**src/include/bmt_consts.svh**
```systemverilog
`ifndef BMT_CONSTS_SVH
`define BMT_CONSTS_SVH

// Register byte offsets on the APB bus.
`define BMT_OFS_CONTROL     16'h8000
`define BMT_OFS_STATUS      16'h8004
`define BMT_OFS_OPERATION   16'h8008
`define BMT_OFS_SRC_START   16'h800c
`define BMT_OFS_DST_START   16'h8010
`define BMT_OFS_STRIDE      16'h8014
`define BMT_OFS_WIDTH       16'h8018
`define BMT_OFS_HEIGHT      16'h801c
`define BMT_OFS_BG_COLOUR   16'h8020
`define BMT_OFS_DATA_PORT   16'h8100

// Control register fields.
`define BMT_CTL_START       0
`define BMT_CTL_DST_LINEAR  1
`define BMT_CTL_SRC_LINEAR  2
`define BMT_CTL_BPP16       18

// Status register fields.
`define BMT_STS_ACTIVE      0
`define BMT_STS_FULL        4
`define BMT_STS_HALF        5
`define BMT_STS_NOT_EMPTY   6

// Operation register fields and codes.
`define BMT_OP_LSB          0
`define BMT_OP_MSB          3
`define BMT_ROP_LSB         16
`define BMT_ROP_MSB         19
`define BMT_OPC_MOVE_POS    4'h2
`define BMT_OPC_MOVE_NEG    4'h3
`define BMT_OPC_TWRITE      4'h4

// Reset value of every parameter register.
`define BMT_REG_RESET       32'h0000_0000

`endif

```
**src/include/bmt_pkg.sv**
```systemverilog
package bmt_pkg;

	// Engine sequencer states.
	typedef enum logic [2:0] {
		bmt_idle,
		bmt_src_rd,
		bmt_dst_rd,
		bmt_fetch,
		bmt_tpix,
		bmt_wr,
		bmt_next
	} bmt_state_t;

	// One display memory command, held until acknowledged.
	typedef struct packed {
		logic        we;
		logic [17:0] addr;
		logic [15:0] wdata;
		logic [1:0]  be;
	} bmt_mem_cmd_t;

endpackage : bmt_pkg

```
**src/rtl/bmt_engine.sv**
```systemverilog
// Local design decision: the APB interface to the registers.
`timescale 1ns/1ns
`include "bmt_consts.svh"
// Summary of operation
// Move copies source area to destination area.
// Started move runs to completion unaided.
// Op code 2h positive move, 3h negative.
// ROP bits 19-16 combine source, destination.
// Control bit 18 selects 16 or 8 bpp.
// Writing control bit 0 starts the operation.
// Width and height hold count minus one.
// Row stride given in words, added per row.
// Linear select zero means rectangular addressing.
// Negative move walks back from last pixel.
// Host picks negative move for upward overlap.
// Parameters latched only when start is written.
// Transparent colour pixels skipped, no ROP.
// Transparent write ends after last pixel.
// Data accepted as 16-bit words only.
// At 16 bpp one word per pixel.
// Source bit 0 sets byte phase.
// Words per row (width+1+phase)/2, last low.
// Op code 4h transparent write, background key.
// FIFO full, half, not empty in status.
// Status bit 0 high while operation active.
// Positive move walks increasing addresses, rows down.
// After last pixel engine clears active, idles.
module bmt_engine #(
	parameter int ADDR_W = 18,	// Display buffer byte address width.
	parameter int DIM_W  = 10,	// Width and height field width.
	parameter int DEPTH  = 16	// Data FIFO depth in words.
) (
	input  wire logic                clk,
	input  wire logic                rst,
	input  wire logic                psel,
	input  wire logic                penable,
	input  wire logic                pwrite,
	input  wire logic [15:0]         paddr,
	input  wire logic [31:0]         pwdata,
	output      logic [31:0]         prdata,
	output      logic                pready,
	output      logic                pslverr,
	output      logic                mem_valid,
	output      bmt_pkg::bmt_mem_cmd_t mem_cmd,
	input  wire logic                mem_ack,
	input  wire logic [15:0]         mem_rdata
);

	localparam int CW = $clog2(DEPTH + 1);	// FIFO count width.
	localparam int PW = $clog2(DEPTH);	// FIFO pointer width.

	// Software visible parameter registers.
	logic [31:0]       control_reg;	// Bpp and linear selects.
	logic [31:0]       operation_reg;	// Operation and ROP code.
	logic [31:0]       src_start_reg;	// Source start byte address.
	logic [31:0]       dst_start_reg;	// Destination start byte address.
	logic [31:0]       stride_reg;	// Row stride in 16-bit words.
	logic [31:0]       width_reg;	// Pixels per row minus one.
	logic [31:0]       height_reg;	// Rows minus one.
	logic [31:0]       bg_reg;	// Transparent key colour.

	// Data FIFO storage and pointers.
	logic [15:0]       fifo_mem [DEPTH];	// Word storage.
	logic [PW-1:0]     wptr_reg;	// Write pointer.
	logic [PW-1:0]     rptr_reg;	// Read pointer.
	logic [CW-1:0]     count_reg;	// Words held.

	// Engine state, latched at start.
	bmt_pkg::bmt_state_t state_reg;	// Sequencer state.
	logic              active_reg;	// Operation in progress.
	logic              is_tw_reg;	// Transparent write running.
	logic              neg_reg;	// Backward walk.
	logic              bpp16_reg;	// Sixteen bits per pixel.
	logic              src_lin_reg;	// Source is linear.
	logic              dst_lin_reg;	// Destination is linear.
	logic [3:0]        rop_reg;	// Raster operation.
	logic [15:0]       key_reg;	// Transparent colour.
	logic [DIM_W-1:0]  wlast_reg;	// Last column index.
	logic [DIM_W-1:0]  hlast_reg;	// Last row index.
	logic [DIM_W-1:0]  x_reg;	// Current column.
	logic [DIM_W-1:0]  y_reg;	// Current row.
	logic [ADDR_W-1:0] pitch_reg;	// Row pitch in bytes.
	logic [ADDR_W-1:0] src_cur_reg;	// Source pixel address.
	logic [ADDR_W-1:0] src_row_reg;	// Source row start.
	logic [ADDR_W-1:0] dst_cur_reg;	// Destination pixel address.
	logic [ADDR_W-1:0] dst_row_reg;	// Destination row start.
	logic [15:0]       spix_reg;	// Source pixel.
	logic [15:0]       hold_reg;	// Word popped from FIFO.
	logic              have_reg;	// Held word still has pixels.
	logic              sel_reg;	// Byte lane of next 8 bpp pixel.
	logic              phase_reg;	// Source byte phase.

	// Bus decode and engine helpers.
	logic              acc;	// Access phase seen.
	logic              wr_done;	// Write takes effect now.
	logic              is_data;	// Address hits the data port.
	logic              mapped;	// Address hits any register.
	logic              full;	// FIFO full.
	logic              push;	// Word enters the FIFO.
	logic              pop;	// Word leaves the FIFO.
	logic              start;	// Valid start request.
	logic [3:0]        opc;	// Operation code being started.
	logic [ADDR_W-1:0] step;	// Pixel size in bytes.
	logic [15:0]       tpix;	// Current transparent write pixel.
	logic [15:0]       rop_out;	// ROP result.
	logic [ADDR_W-1:0] src_nrow;	// Next source row start.
	logic [ADDR_W-1:0] dst_nrow;	// Next destination row start.

	// Picks the pixel out of a memory word by its byte address.
	function automatic logic [15:0] bmt_pick(input logic [15:0] w,
		input logic odd, input logic wide);
		if (wide) begin
			bmt_pick = w;
		end else begin
			bmt_pick = {8'h00, odd ? w[15:8] : w[7:0]};
		end
	endfunction : bmt_pick

	// Applies the raster code bitwise, indexed by source and dest.
	function automatic logic [15:0] bmt_rop(input logic [3:0] code,
		input logic [15:0] s, input logic [15:0] d);
		logic [15:0] r;
		r = 16'h0000;
		for (int i = 0; i < 16; i++) begin
			r[i] = code[{s[i], d[i]}];
		end
		bmt_rop = r;
	endfunction : bmt_rop

	// Decode and handshake terms for the APB slave.
	always_comb begin
		acc     = psel && penable;
		wr_done = acc && pready && pwrite;
		is_data = paddr == `BMT_OFS_DATA_PORT;
		mapped  = is_data || paddr == `BMT_OFS_CONTROL ||
			paddr == `BMT_OFS_STATUS || paddr == `BMT_OFS_OPERATION ||
			paddr == `BMT_OFS_SRC_START || paddr == `BMT_OFS_DST_START ||
			paddr == `BMT_OFS_STRIDE || paddr == `BMT_OFS_WIDTH ||
			paddr == `BMT_OFS_HEIGHT || paddr == `BMT_OFS_BG_COLOUR;
		full    = count_reg == CW'(DEPTH);
		// Only the low 16 bits of a data port write form a word.
		push    = wr_done && is_data && is_tw_reg && !full;
		opc     = operation_reg[`BMT_OP_MSB:`BMT_OP_LSB];
		start   = wr_done && paddr == `BMT_OFS_CONTROL &&
			pwdata[`BMT_CTL_START] && !active_reg &&
			(opc == `BMT_OPC_MOVE_POS || opc == `BMT_OPC_MOVE_NEG ||
			opc == `BMT_OPC_TWRITE);
		pop     = state_reg == bmt_pkg::bmt_fetch && !have_reg &&
			count_reg != '0;
	end

	// APB answer: one wait state, data port writes stall while FIFO full in a transparent write.
	always_ff @(posedge clk or posedge rst) begin
		if (rst) begin
			pready  <= 1'b0;
			pslverr <= 1'b0;
			prdata  <= 32'h0000_0000;
		end else if (acc && !pready) begin
			if (!(is_data && pwrite && is_tw_reg && full)) begin
				pready  <= 1'b1;
				pslverr <= !mapped;
				prdata  <= 32'h0000_0000;
				if (!pwrite) begin
					unique case (paddr)
						`BMT_OFS_CONTROL:   prdata <= control_reg;
						`BMT_OFS_STATUS: begin
							prdata[`BMT_STS_ACTIVE]    <= active_reg;
							prdata[`BMT_STS_FULL]      <= full;
							prdata[`BMT_STS_HALF]      <=
								count_reg >= CW'(DEPTH / 2);
							prdata[`BMT_STS_NOT_EMPTY] <=
								count_reg != '0;
						end
						`BMT_OFS_OPERATION: prdata <= operation_reg;
						`BMT_OFS_SRC_START: prdata <= src_start_reg;
						`BMT_OFS_DST_START: prdata <= dst_start_reg;
						`BMT_OFS_STRIDE:    prdata <= stride_reg;
						`BMT_OFS_WIDTH:     prdata <= width_reg;
						`BMT_OFS_HEIGHT:    prdata <= height_reg;
						`BMT_OFS_BG_COLOUR: prdata <= bg_reg;
						default:            prdata <= 32'h0000_0000;
					endcase
				end
			end
		end else begin
			pready  <= 1'b0;
			pslverr <= 1'b0;
		end
	end

	// Parameter registers, writable in any order at any time.
	always_ff @(posedge clk or posedge rst) begin
		if (rst) begin
			control_reg   <= `BMT_REG_RESET;
			operation_reg <= `BMT_REG_RESET;
			src_start_reg <= `BMT_REG_RESET;
			dst_start_reg <= `BMT_REG_RESET;
			stride_reg    <= `BMT_REG_RESET;
			width_reg     <= `BMT_REG_RESET;
			height_reg    <= `BMT_REG_RESET;
			bg_reg        <= `BMT_REG_RESET;
		end else if (wr_done) begin
			unique case (paddr)
				`BMT_OFS_CONTROL: begin
					// The start bit itself is not stored.
					control_reg                 <= pwdata;
					control_reg[`BMT_CTL_START] <= 1'b0;
				end
				`BMT_OFS_OPERATION: operation_reg <= pwdata;
				`BMT_OFS_SRC_START: src_start_reg <= pwdata;
				`BMT_OFS_DST_START: dst_start_reg <= pwdata;
				`BMT_OFS_STRIDE:    stride_reg    <= pwdata;
				`BMT_OFS_WIDTH:     width_reg     <= pwdata;
				`BMT_OFS_HEIGHT:    height_reg    <= pwdata;
				`BMT_OFS_BG_COLOUR: bg_reg        <= pwdata;
				default: ;
			endcase
		end
	end

	// Data FIFO; a start empties it so no stale words are used.
	always_ff @(posedge clk or posedge rst) begin
		if (rst) begin
			wptr_reg  <= '0;
			rptr_reg  <= '0;
			count_reg <= '0;
		end else if (start) begin
			wptr_reg  <= '0;
			rptr_reg  <= '0;
			count_reg <= '0;
		end else begin
			if (push) begin
				wptr_reg <= wptr_reg + 1'b1;
			end
			if (pop) begin
				rptr_reg <= rptr_reg + 1'b1;
			end
			count_reg <= count_reg + CW'(push) - CW'(pop);
		end
	end

	// FIFO storage needs no reset.
	always_ff @(posedge clk) begin
		if (push) begin
			fifo_mem[wptr_reg] <= pwdata[15:0];
		end
	end

	// Address stepping and pixel datapath.
	always_comb begin
		step     = bpp16_reg ? ADDR_W'(2) : ADDR_W'(1);
		tpix     = bmt_pick(hold_reg, sel_reg, bpp16_reg);
		rop_out  = bmt_rop(rop_reg, spix_reg,
			bmt_pick(mem_rdata, dst_cur_reg[0], bpp16_reg));
		src_nrow = neg_reg ? src_row_reg - pitch_reg
			: src_row_reg + pitch_reg;
		dst_nrow = neg_reg ? dst_row_reg - pitch_reg
			: dst_row_reg + pitch_reg;
	end

	// Sequencer: walks rows and columns, issues memory commands.
	always_ff @(posedge clk or posedge rst) begin
		if (rst) begin
			state_reg   <= bmt_pkg::bmt_idle;
			active_reg  <= 1'b0;
			is_tw_reg   <= 1'b0;
			neg_reg     <= 1'b0;
			bpp16_reg   <= 1'b0;
			src_lin_reg <= 1'b0;
			dst_lin_reg <= 1'b0;
			rop_reg     <= 4'h0;
			key_reg     <= 16'h0000;
			wlast_reg   <= '0;
			hlast_reg   <= '0;
			x_reg       <= '0;
			y_reg       <= '0;
			pitch_reg   <= '0;
			src_cur_reg <= '0;
			src_row_reg <= '0;
			dst_cur_reg <= '0;
			dst_row_reg <= '0;
			spix_reg    <= 16'h0000;
			hold_reg    <= 16'h0000;
			have_reg    <= 1'b0;
			sel_reg     <= 1'b0;
			phase_reg   <= 1'b0;
			mem_valid   <= 1'b0;
			mem_cmd     <= '0;
		end else begin
			unique case (state_reg)
				bmt_pkg::bmt_idle: begin
					if (start) begin
						// Snapshot every parameter at the start write.
						active_reg  <= 1'b1;
						is_tw_reg   <= opc == `BMT_OPC_TWRITE;
						neg_reg     <= opc == `BMT_OPC_MOVE_NEG;
						bpp16_reg   <= pwdata[`BMT_CTL_BPP16];
						dst_lin_reg <= pwdata[`BMT_CTL_DST_LINEAR];
						src_lin_reg <= pwdata[`BMT_CTL_SRC_LINEAR];
						rop_reg     <= operation_reg[`BMT_ROP_MSB:
							`BMT_ROP_LSB];
						key_reg     <= bg_reg[15:0];
						wlast_reg   <= width_reg[DIM_W-1:0];
						hlast_reg   <= height_reg[DIM_W-1:0];
						x_reg       <= '0;
						y_reg       <= '0;
						pitch_reg   <= {stride_reg[ADDR_W-2:0], 1'b0};
						src_cur_reg <= src_start_reg[ADDR_W-1:0];
						src_row_reg <= src_start_reg[ADDR_W-1:0];
						dst_cur_reg <= dst_start_reg[ADDR_W-1:0];
						dst_row_reg <= dst_start_reg[ADDR_W-1:0];
						phase_reg   <= src_start_reg[0];
						sel_reg     <= src_start_reg[0];
						have_reg    <= 1'b0;
						state_reg   <= opc == `BMT_OPC_TWRITE ?
							bmt_pkg::bmt_fetch : bmt_pkg::bmt_src_rd;
					end
				end
				bmt_pkg::bmt_src_rd: begin
					if (!mem_valid) begin
						mem_valid     <= 1'b1;
						mem_cmd.we    <= 1'b0;
						mem_cmd.addr  <= src_cur_reg;
						mem_cmd.wdata <= 16'h0000;
						mem_cmd.be    <= 2'b11;
					end else if (mem_ack) begin
						mem_valid <= 1'b0;
						spix_reg  <= bmt_pick(mem_rdata, src_cur_reg[0],
							bpp16_reg);
						state_reg <= bmt_pkg::bmt_dst_rd;
					end
				end
				bmt_pkg::bmt_dst_rd: begin
					if (!mem_valid) begin
						mem_valid    <= 1'b1;
						mem_cmd.we   <= 1'b0;
						mem_cmd.addr <= dst_cur_reg;
					end else if (mem_ack) begin
						mem_valid <= 1'b0;
						spix_reg  <= rop_out;
						state_reg <= bmt_pkg::bmt_wr;
					end
				end
				bmt_pkg::bmt_fetch: begin
					// Waits on the host for the next data word.
					if (pop) begin
						hold_reg  <= fifo_mem[rptr_reg];
						have_reg  <= 1'b1;
						state_reg <= bmt_pkg::bmt_tpix;
					end else if (have_reg) begin
						state_reg <= bmt_pkg::bmt_tpix;
					end
				end
				bmt_pkg::bmt_tpix: begin
					// Key colour pixels leave the destination alone.
					spix_reg  <= tpix;
					state_reg <= tpix == (bpp16_reg ? key_reg :
						{8'h00, key_reg[7:0]}) ?
						bmt_pkg::bmt_next : bmt_pkg::bmt_wr;
				end
				bmt_pkg::bmt_wr: begin
					if (!mem_valid) begin
						mem_valid     <= 1'b1;
						mem_cmd.we    <= 1'b1;
						mem_cmd.addr  <= dst_cur_reg;
						mem_cmd.wdata <= bpp16_reg ? spix_reg :
							{spix_reg[7:0], spix_reg[7:0]};
						mem_cmd.be    <= bpp16_reg ? 2'b11 :
							(dst_cur_reg[0] ? 2'b10 : 2'b01);
					end else if (mem_ack) begin
						mem_valid <= 1'b0;
						state_reg <= bmt_pkg::bmt_next;
					end
				end
				bmt_pkg::bmt_next: begin
					if (x_reg != wlast_reg) begin
						// Next pixel in the row, forward or back.
						x_reg       <= x_reg + 1'b1;
						src_cur_reg <= neg_reg ? src_cur_reg - step
							: src_cur_reg + step;
						dst_cur_reg <= neg_reg ? dst_cur_reg - step
							: dst_cur_reg + step;
						if (bpp16_reg || sel_reg) begin
							have_reg <= 1'b0;
							sel_reg  <= 1'b0;
						end else begin
							sel_reg <= 1'b1;
						end
						state_reg <= is_tw_reg ? bmt_pkg::bmt_fetch
							: bmt_pkg::bmt_src_rd;
					end else if (y_reg == hlast_reg) begin
						active_reg <= 1'b0;
						is_tw_reg  <= 1'b0;
						state_reg  <= bmt_pkg::bmt_idle;
					end else begin
						// New row: leftover byte of the last word dropped.
						x_reg       <= '0;
						y_reg       <= y_reg + 1'b1;
						have_reg    <= 1'b0;
						sel_reg     <= phase_reg;
						src_row_reg <= src_nrow;
						dst_row_reg <= dst_nrow;
						if (src_lin_reg) begin
							src_cur_reg <= neg_reg ? src_cur_reg - step
								: src_cur_reg + step;
						end else begin
							src_cur_reg <= src_nrow;
						end
						if (dst_lin_reg) begin
							dst_cur_reg <= neg_reg ? dst_cur_reg - step
								: dst_cur_reg + step;
						end else begin
							dst_cur_reg <= dst_nrow;
						end
						state_reg <= is_tw_reg ? bmt_pkg::bmt_fetch
							: bmt_pkg::bmt_src_rd;
					end
				end
			endcase
		end
	end

endmodule : bmt_engine

```
**config.mk**
```make
export PLATFORM = sky130hd
export DESIGN_NAME = bmt_engine
export DESIGN_NICKNAME = d
export VERILOG_FILES = /design/src/include/bmt_pkg.sv /design/src/rtl/bmt_engine.sv
export VERILOG_INCLUDE_DIRS = /design/src /design/src/include
export SDC_FILE = /design/constraint.sdc
export NUM_CORES = 2
export LEC_CHECK = 0
export ABC_AREA = 1
export BUFFER_PORTS_ARGS = -buffer_cell sky130_fd_sc_hd__buf_2
export CELL_PAD_IN_SITES_DETAIL_PLACEMENT = 1
export CELL_PAD_IN_SITES_GLOBAL_PLACEMENT = 2
export CORE_MARGIN = 2
export CORE_UTILIZATION = 40
export CTS_BUF_LIST = sky130_fd_sc_hd__clkbuf_4 sky130_fd_sc_hd__clkbuf_8
export DETAILED_ROUTE_END_ITERATION = 12
export PLACE_DENSITY = 0.81
export SLEW_MARGIN = 20
export SYNTH_ARGS = -nofsm -noshare
export SYNTH_HDL_FRONTEND = slang
export SYNTH_SLANG_ARGS = --single-unit
```
**constraint.sdc**
```tcl
create_clock -name clk -period 29.5 [get_ports clk]
set_clock_uncertainty 0.1 [all_clocks]
set_input_delay 5.9 -clock clk [delete_from_list [all_inputs] [get_ports clk]]
set_output_delay 5.9 -clock clk [all_outputs]
set_load 0.1 [all_outputs]
```
==> flow_summary.ini <==
[clock_network]
cts_setup_buffers = 0
cts_hold_buf = 0
htreeDepth = 4
clk_latency_ns = 0.86
cts_inserted_buffers = 140
cts_sinks = 789
cts_resized = 0
cts-root-buf = clkbuf_8
clk_pin_slew_worst_paths_ns = 0.06
cts_buffer_depth = 3
cts_tree = yes

[sta]
layout_worst_path_cycle_share_pct = 30.1
slew_viol_final = 0
final-setup-viol-count = 0
finalHoldViolations = 0
layout_setup_ws_ns = 20.63
grt_setup_unrepaired = no
worst_slew_pin_slew_ns = 1.16
fin_tns_setup_ns = 0
post-route-min-period_ns = 8.87
slew_headroom_pct = 22.4
fmax_mhz = 113

[global_routing]
grt_usage_pct = 27.0
grt_pass1_vias = 33400
antenna_found_initial = 4
grt_max_degree = 154
grt_pass1_wl_microns = 205000
grt_overflow_total = 0

[layout]
fin_util_pct = 45.5
layout.area.seq_sq_um = 21000
final_common_cell = nand2_1
top_regs = fifo_mem (256), mem_cmd (37)
n_fill_cell = 11300
largest_reg_flops = 256
syn_to_final_growth_pct = 12.9
layoutNonFillerInstCount = 5894
regMostFlops = fifo_mem
multi_input_area_sq_um = 15600
mostFrequentLayoutCells = nand2_1, o21ai_0, dfrtp_1
drive_gt1_share_pct = 11.5
nets = 4648

[routing]
routed_wl_microns = 133000
via_count = 32400
wl_per_cell_microns = 22.6
vias_per_cell = 5.50
route.detailed.drc = 0
drt_iter0_markers = 2437
drtAntennaViolNets = 0
dr.pass1.iters = 5

[synthesis]
async_flop_share_pct = 67.6
synthCells = 4366
ys_seq_elements = 789
syn-num-nets = 4507
ys.flop_type = dfrtp_1
netlist_area_sq_um = 38900
syn_avg_cell_area_sq_um = 8.90
synth_cell_types = 64
synth_seq_area_share_pct = 54.1
synth_edf_count = 256
ys_warn_count = 0

[job]
maxCapViolCount = 0

[placed_design]
gp_congestion = 0.863
place_ws_ns = 19.71
hpwl_microns = 91000
io_buffers = 141
place_inst = 5641

[critical_path]
crit_family = simple AND/OR/NAND/NOR gates
r2r-start = bpp16_reg
worstPathCellList = buf_2, nor2_1, inv_2, nor2_2, inv_2, nor2_4, inv_2, nor2_4, nand2_2, nor2_4, nand2_2, nand2_4, nand3_4, inv_2, nand3_1, xor2_1, nor2_1
reg2reg_depth = 17
crit_end = x_reg[8]
worst-path-stages = 17
r2r_end = dst_cur_reg[12]
cp_slowest_cell = inv_2
crit_fanout = 46
regToRegSetupSlack_ns = 25.56
cp-end-kind = flop
path_buf_inv = 5
critPathArrivalTime_ns = 9.46
path_class = in2reg
worstSetupStartpointType = input port
required_ns = 30.08
cp_common_cell = inv_2
critPathMaxStageDelay_ns = 0.83
startpoint = paddr[7]

[hold_path]
hp-class = reg2reg
hold_start = prdata[13]

[floorplanning]
start_util_pct = 40.3
coreArea_sq_um = 96400
die_w_microns = 316
die_h_microns = 316
core.rowCount = 114
die_area_sq_um = 99700
ios = 142

[pwr]
ir_drop_uv = 50.9
power_density_nw_per_um2 = 85.7
p_leak_nw = 19.6

[run_status]
outcome = finished clean
[how the worst min path moves through the flow]
stage	end	slack, ns	depth (start not counted)
2_1_floorplan	dst_row_reg[3]	0.35	2
3_3_place_gp	width_reg[9]	0.36	2
3_5_place_dp	width_reg[9]	0.37	2
4_1_cts	prdata[13]	0.39	1
5_1_grt	src_row_reg[4]	0.40	2
6_report	prdata[13]	0.38	1
[cells by family (layout without fill, tap and decap cells)]
group / count (synthesis) / after routing / share of synthesized area, %
muxes: 68 / 68 / 1.82
DFF: 789 / 789 / 54.1
and+or+nand+nor: 1690 / 1690 / 17.9
xor gates and xnor gates: 67 / 67 / 1.51
adders and majority gates: 71 / 71 / 2.38
AOI/OAI and AO/OA: 1079 / 1079 / 16.3
other: 0 / 3 / 0
buffers and inverters: 602 / 851 / 5.97
[power breakdown]
part	internal, W	switching [W]
Combinational	0.000391	0.000927
Clock	0.000596	0.000490
Sequential	0.00124	0.000117
[metrics by stage]
step | hold slack, ns | cell area (sq um) | total power (W)
6_report | 0.381 | 43900 | 0.00376
5_1_grt | 0.402 | 43900 | 0.00399
4_1_cts | 0.387 | 43900 | 0.00379
3_5_place_dp | 0.373 | 40900 | 0.00270
3_3_place_gp | 0.365 | 40900 | 0.00266
2_1_floorplan | 0.348 | 38900 | 0.00232
[routing by layer]
metal  global-route usage [%]  routed length [microns]
met2                     44.0                    63200
met1                     36.9                    60400
met5                        0                       40
met3                     4.26                     5840
met4                     8.82                     3820
[cell type report]
type / count / area share (%)
clock buffers: 218 / 6.13
repair buffers: 199 / 2.63
clock inverters: 32 / 0.662
diodes: 3 / 0.0171
multi-input cells: 2975 / 35.5
inverters: 402 / 3.46
well taps: 1276 / 3.64
flip-flops and latches: 789 / 47.9
[synthesized netlist by cell type, types with 9 or more instances]
cell type | count | area [sq um]
nand3_1 | 174 | 871
mux2i_1 | 46 | 460
clkbuf_1 | 155 | 582
nor2_1 | 405 | 1520
nand2_1 | 974 | 3660
xor2_1 | 52 | 455
o21ai_0 | 591 | 2960
nor4_1 | 14 | 87.6
a22o_1 | 64 | 561
o22ai_1 | 9 | 56.3
o211ai_1 | 35 | 263
inv_2 | 10 | 37.5
a31oi_1 | 51 | 319
o31ai_1 | 10 | 75.1
xnor2_1 | 15 | 131
or2_2 | 22 | 138
o21ai_1 | 9 | 45.0
ha_1 | 66 | 826
o32ai_1 | 20 | 175
nor3_1 | 33 | 165
mux2_2 | 18 | 203
dfrtp_1 | 533 | 13300
a21oi_1 | 158 | 791
buf_1 | 10 | 37.5
a32oi_1 | 9 | 78.8
nand4_1 | 33 | 206
buf_2 | 32 | 160
o221ai_1 | 47 | 412
edfxtp_1 | 256 | 7690
inv_1 | 386 | 1450
a221oi_1 | 9 | 78.8
Note: power is estimated with default switching activity, not from simulation.
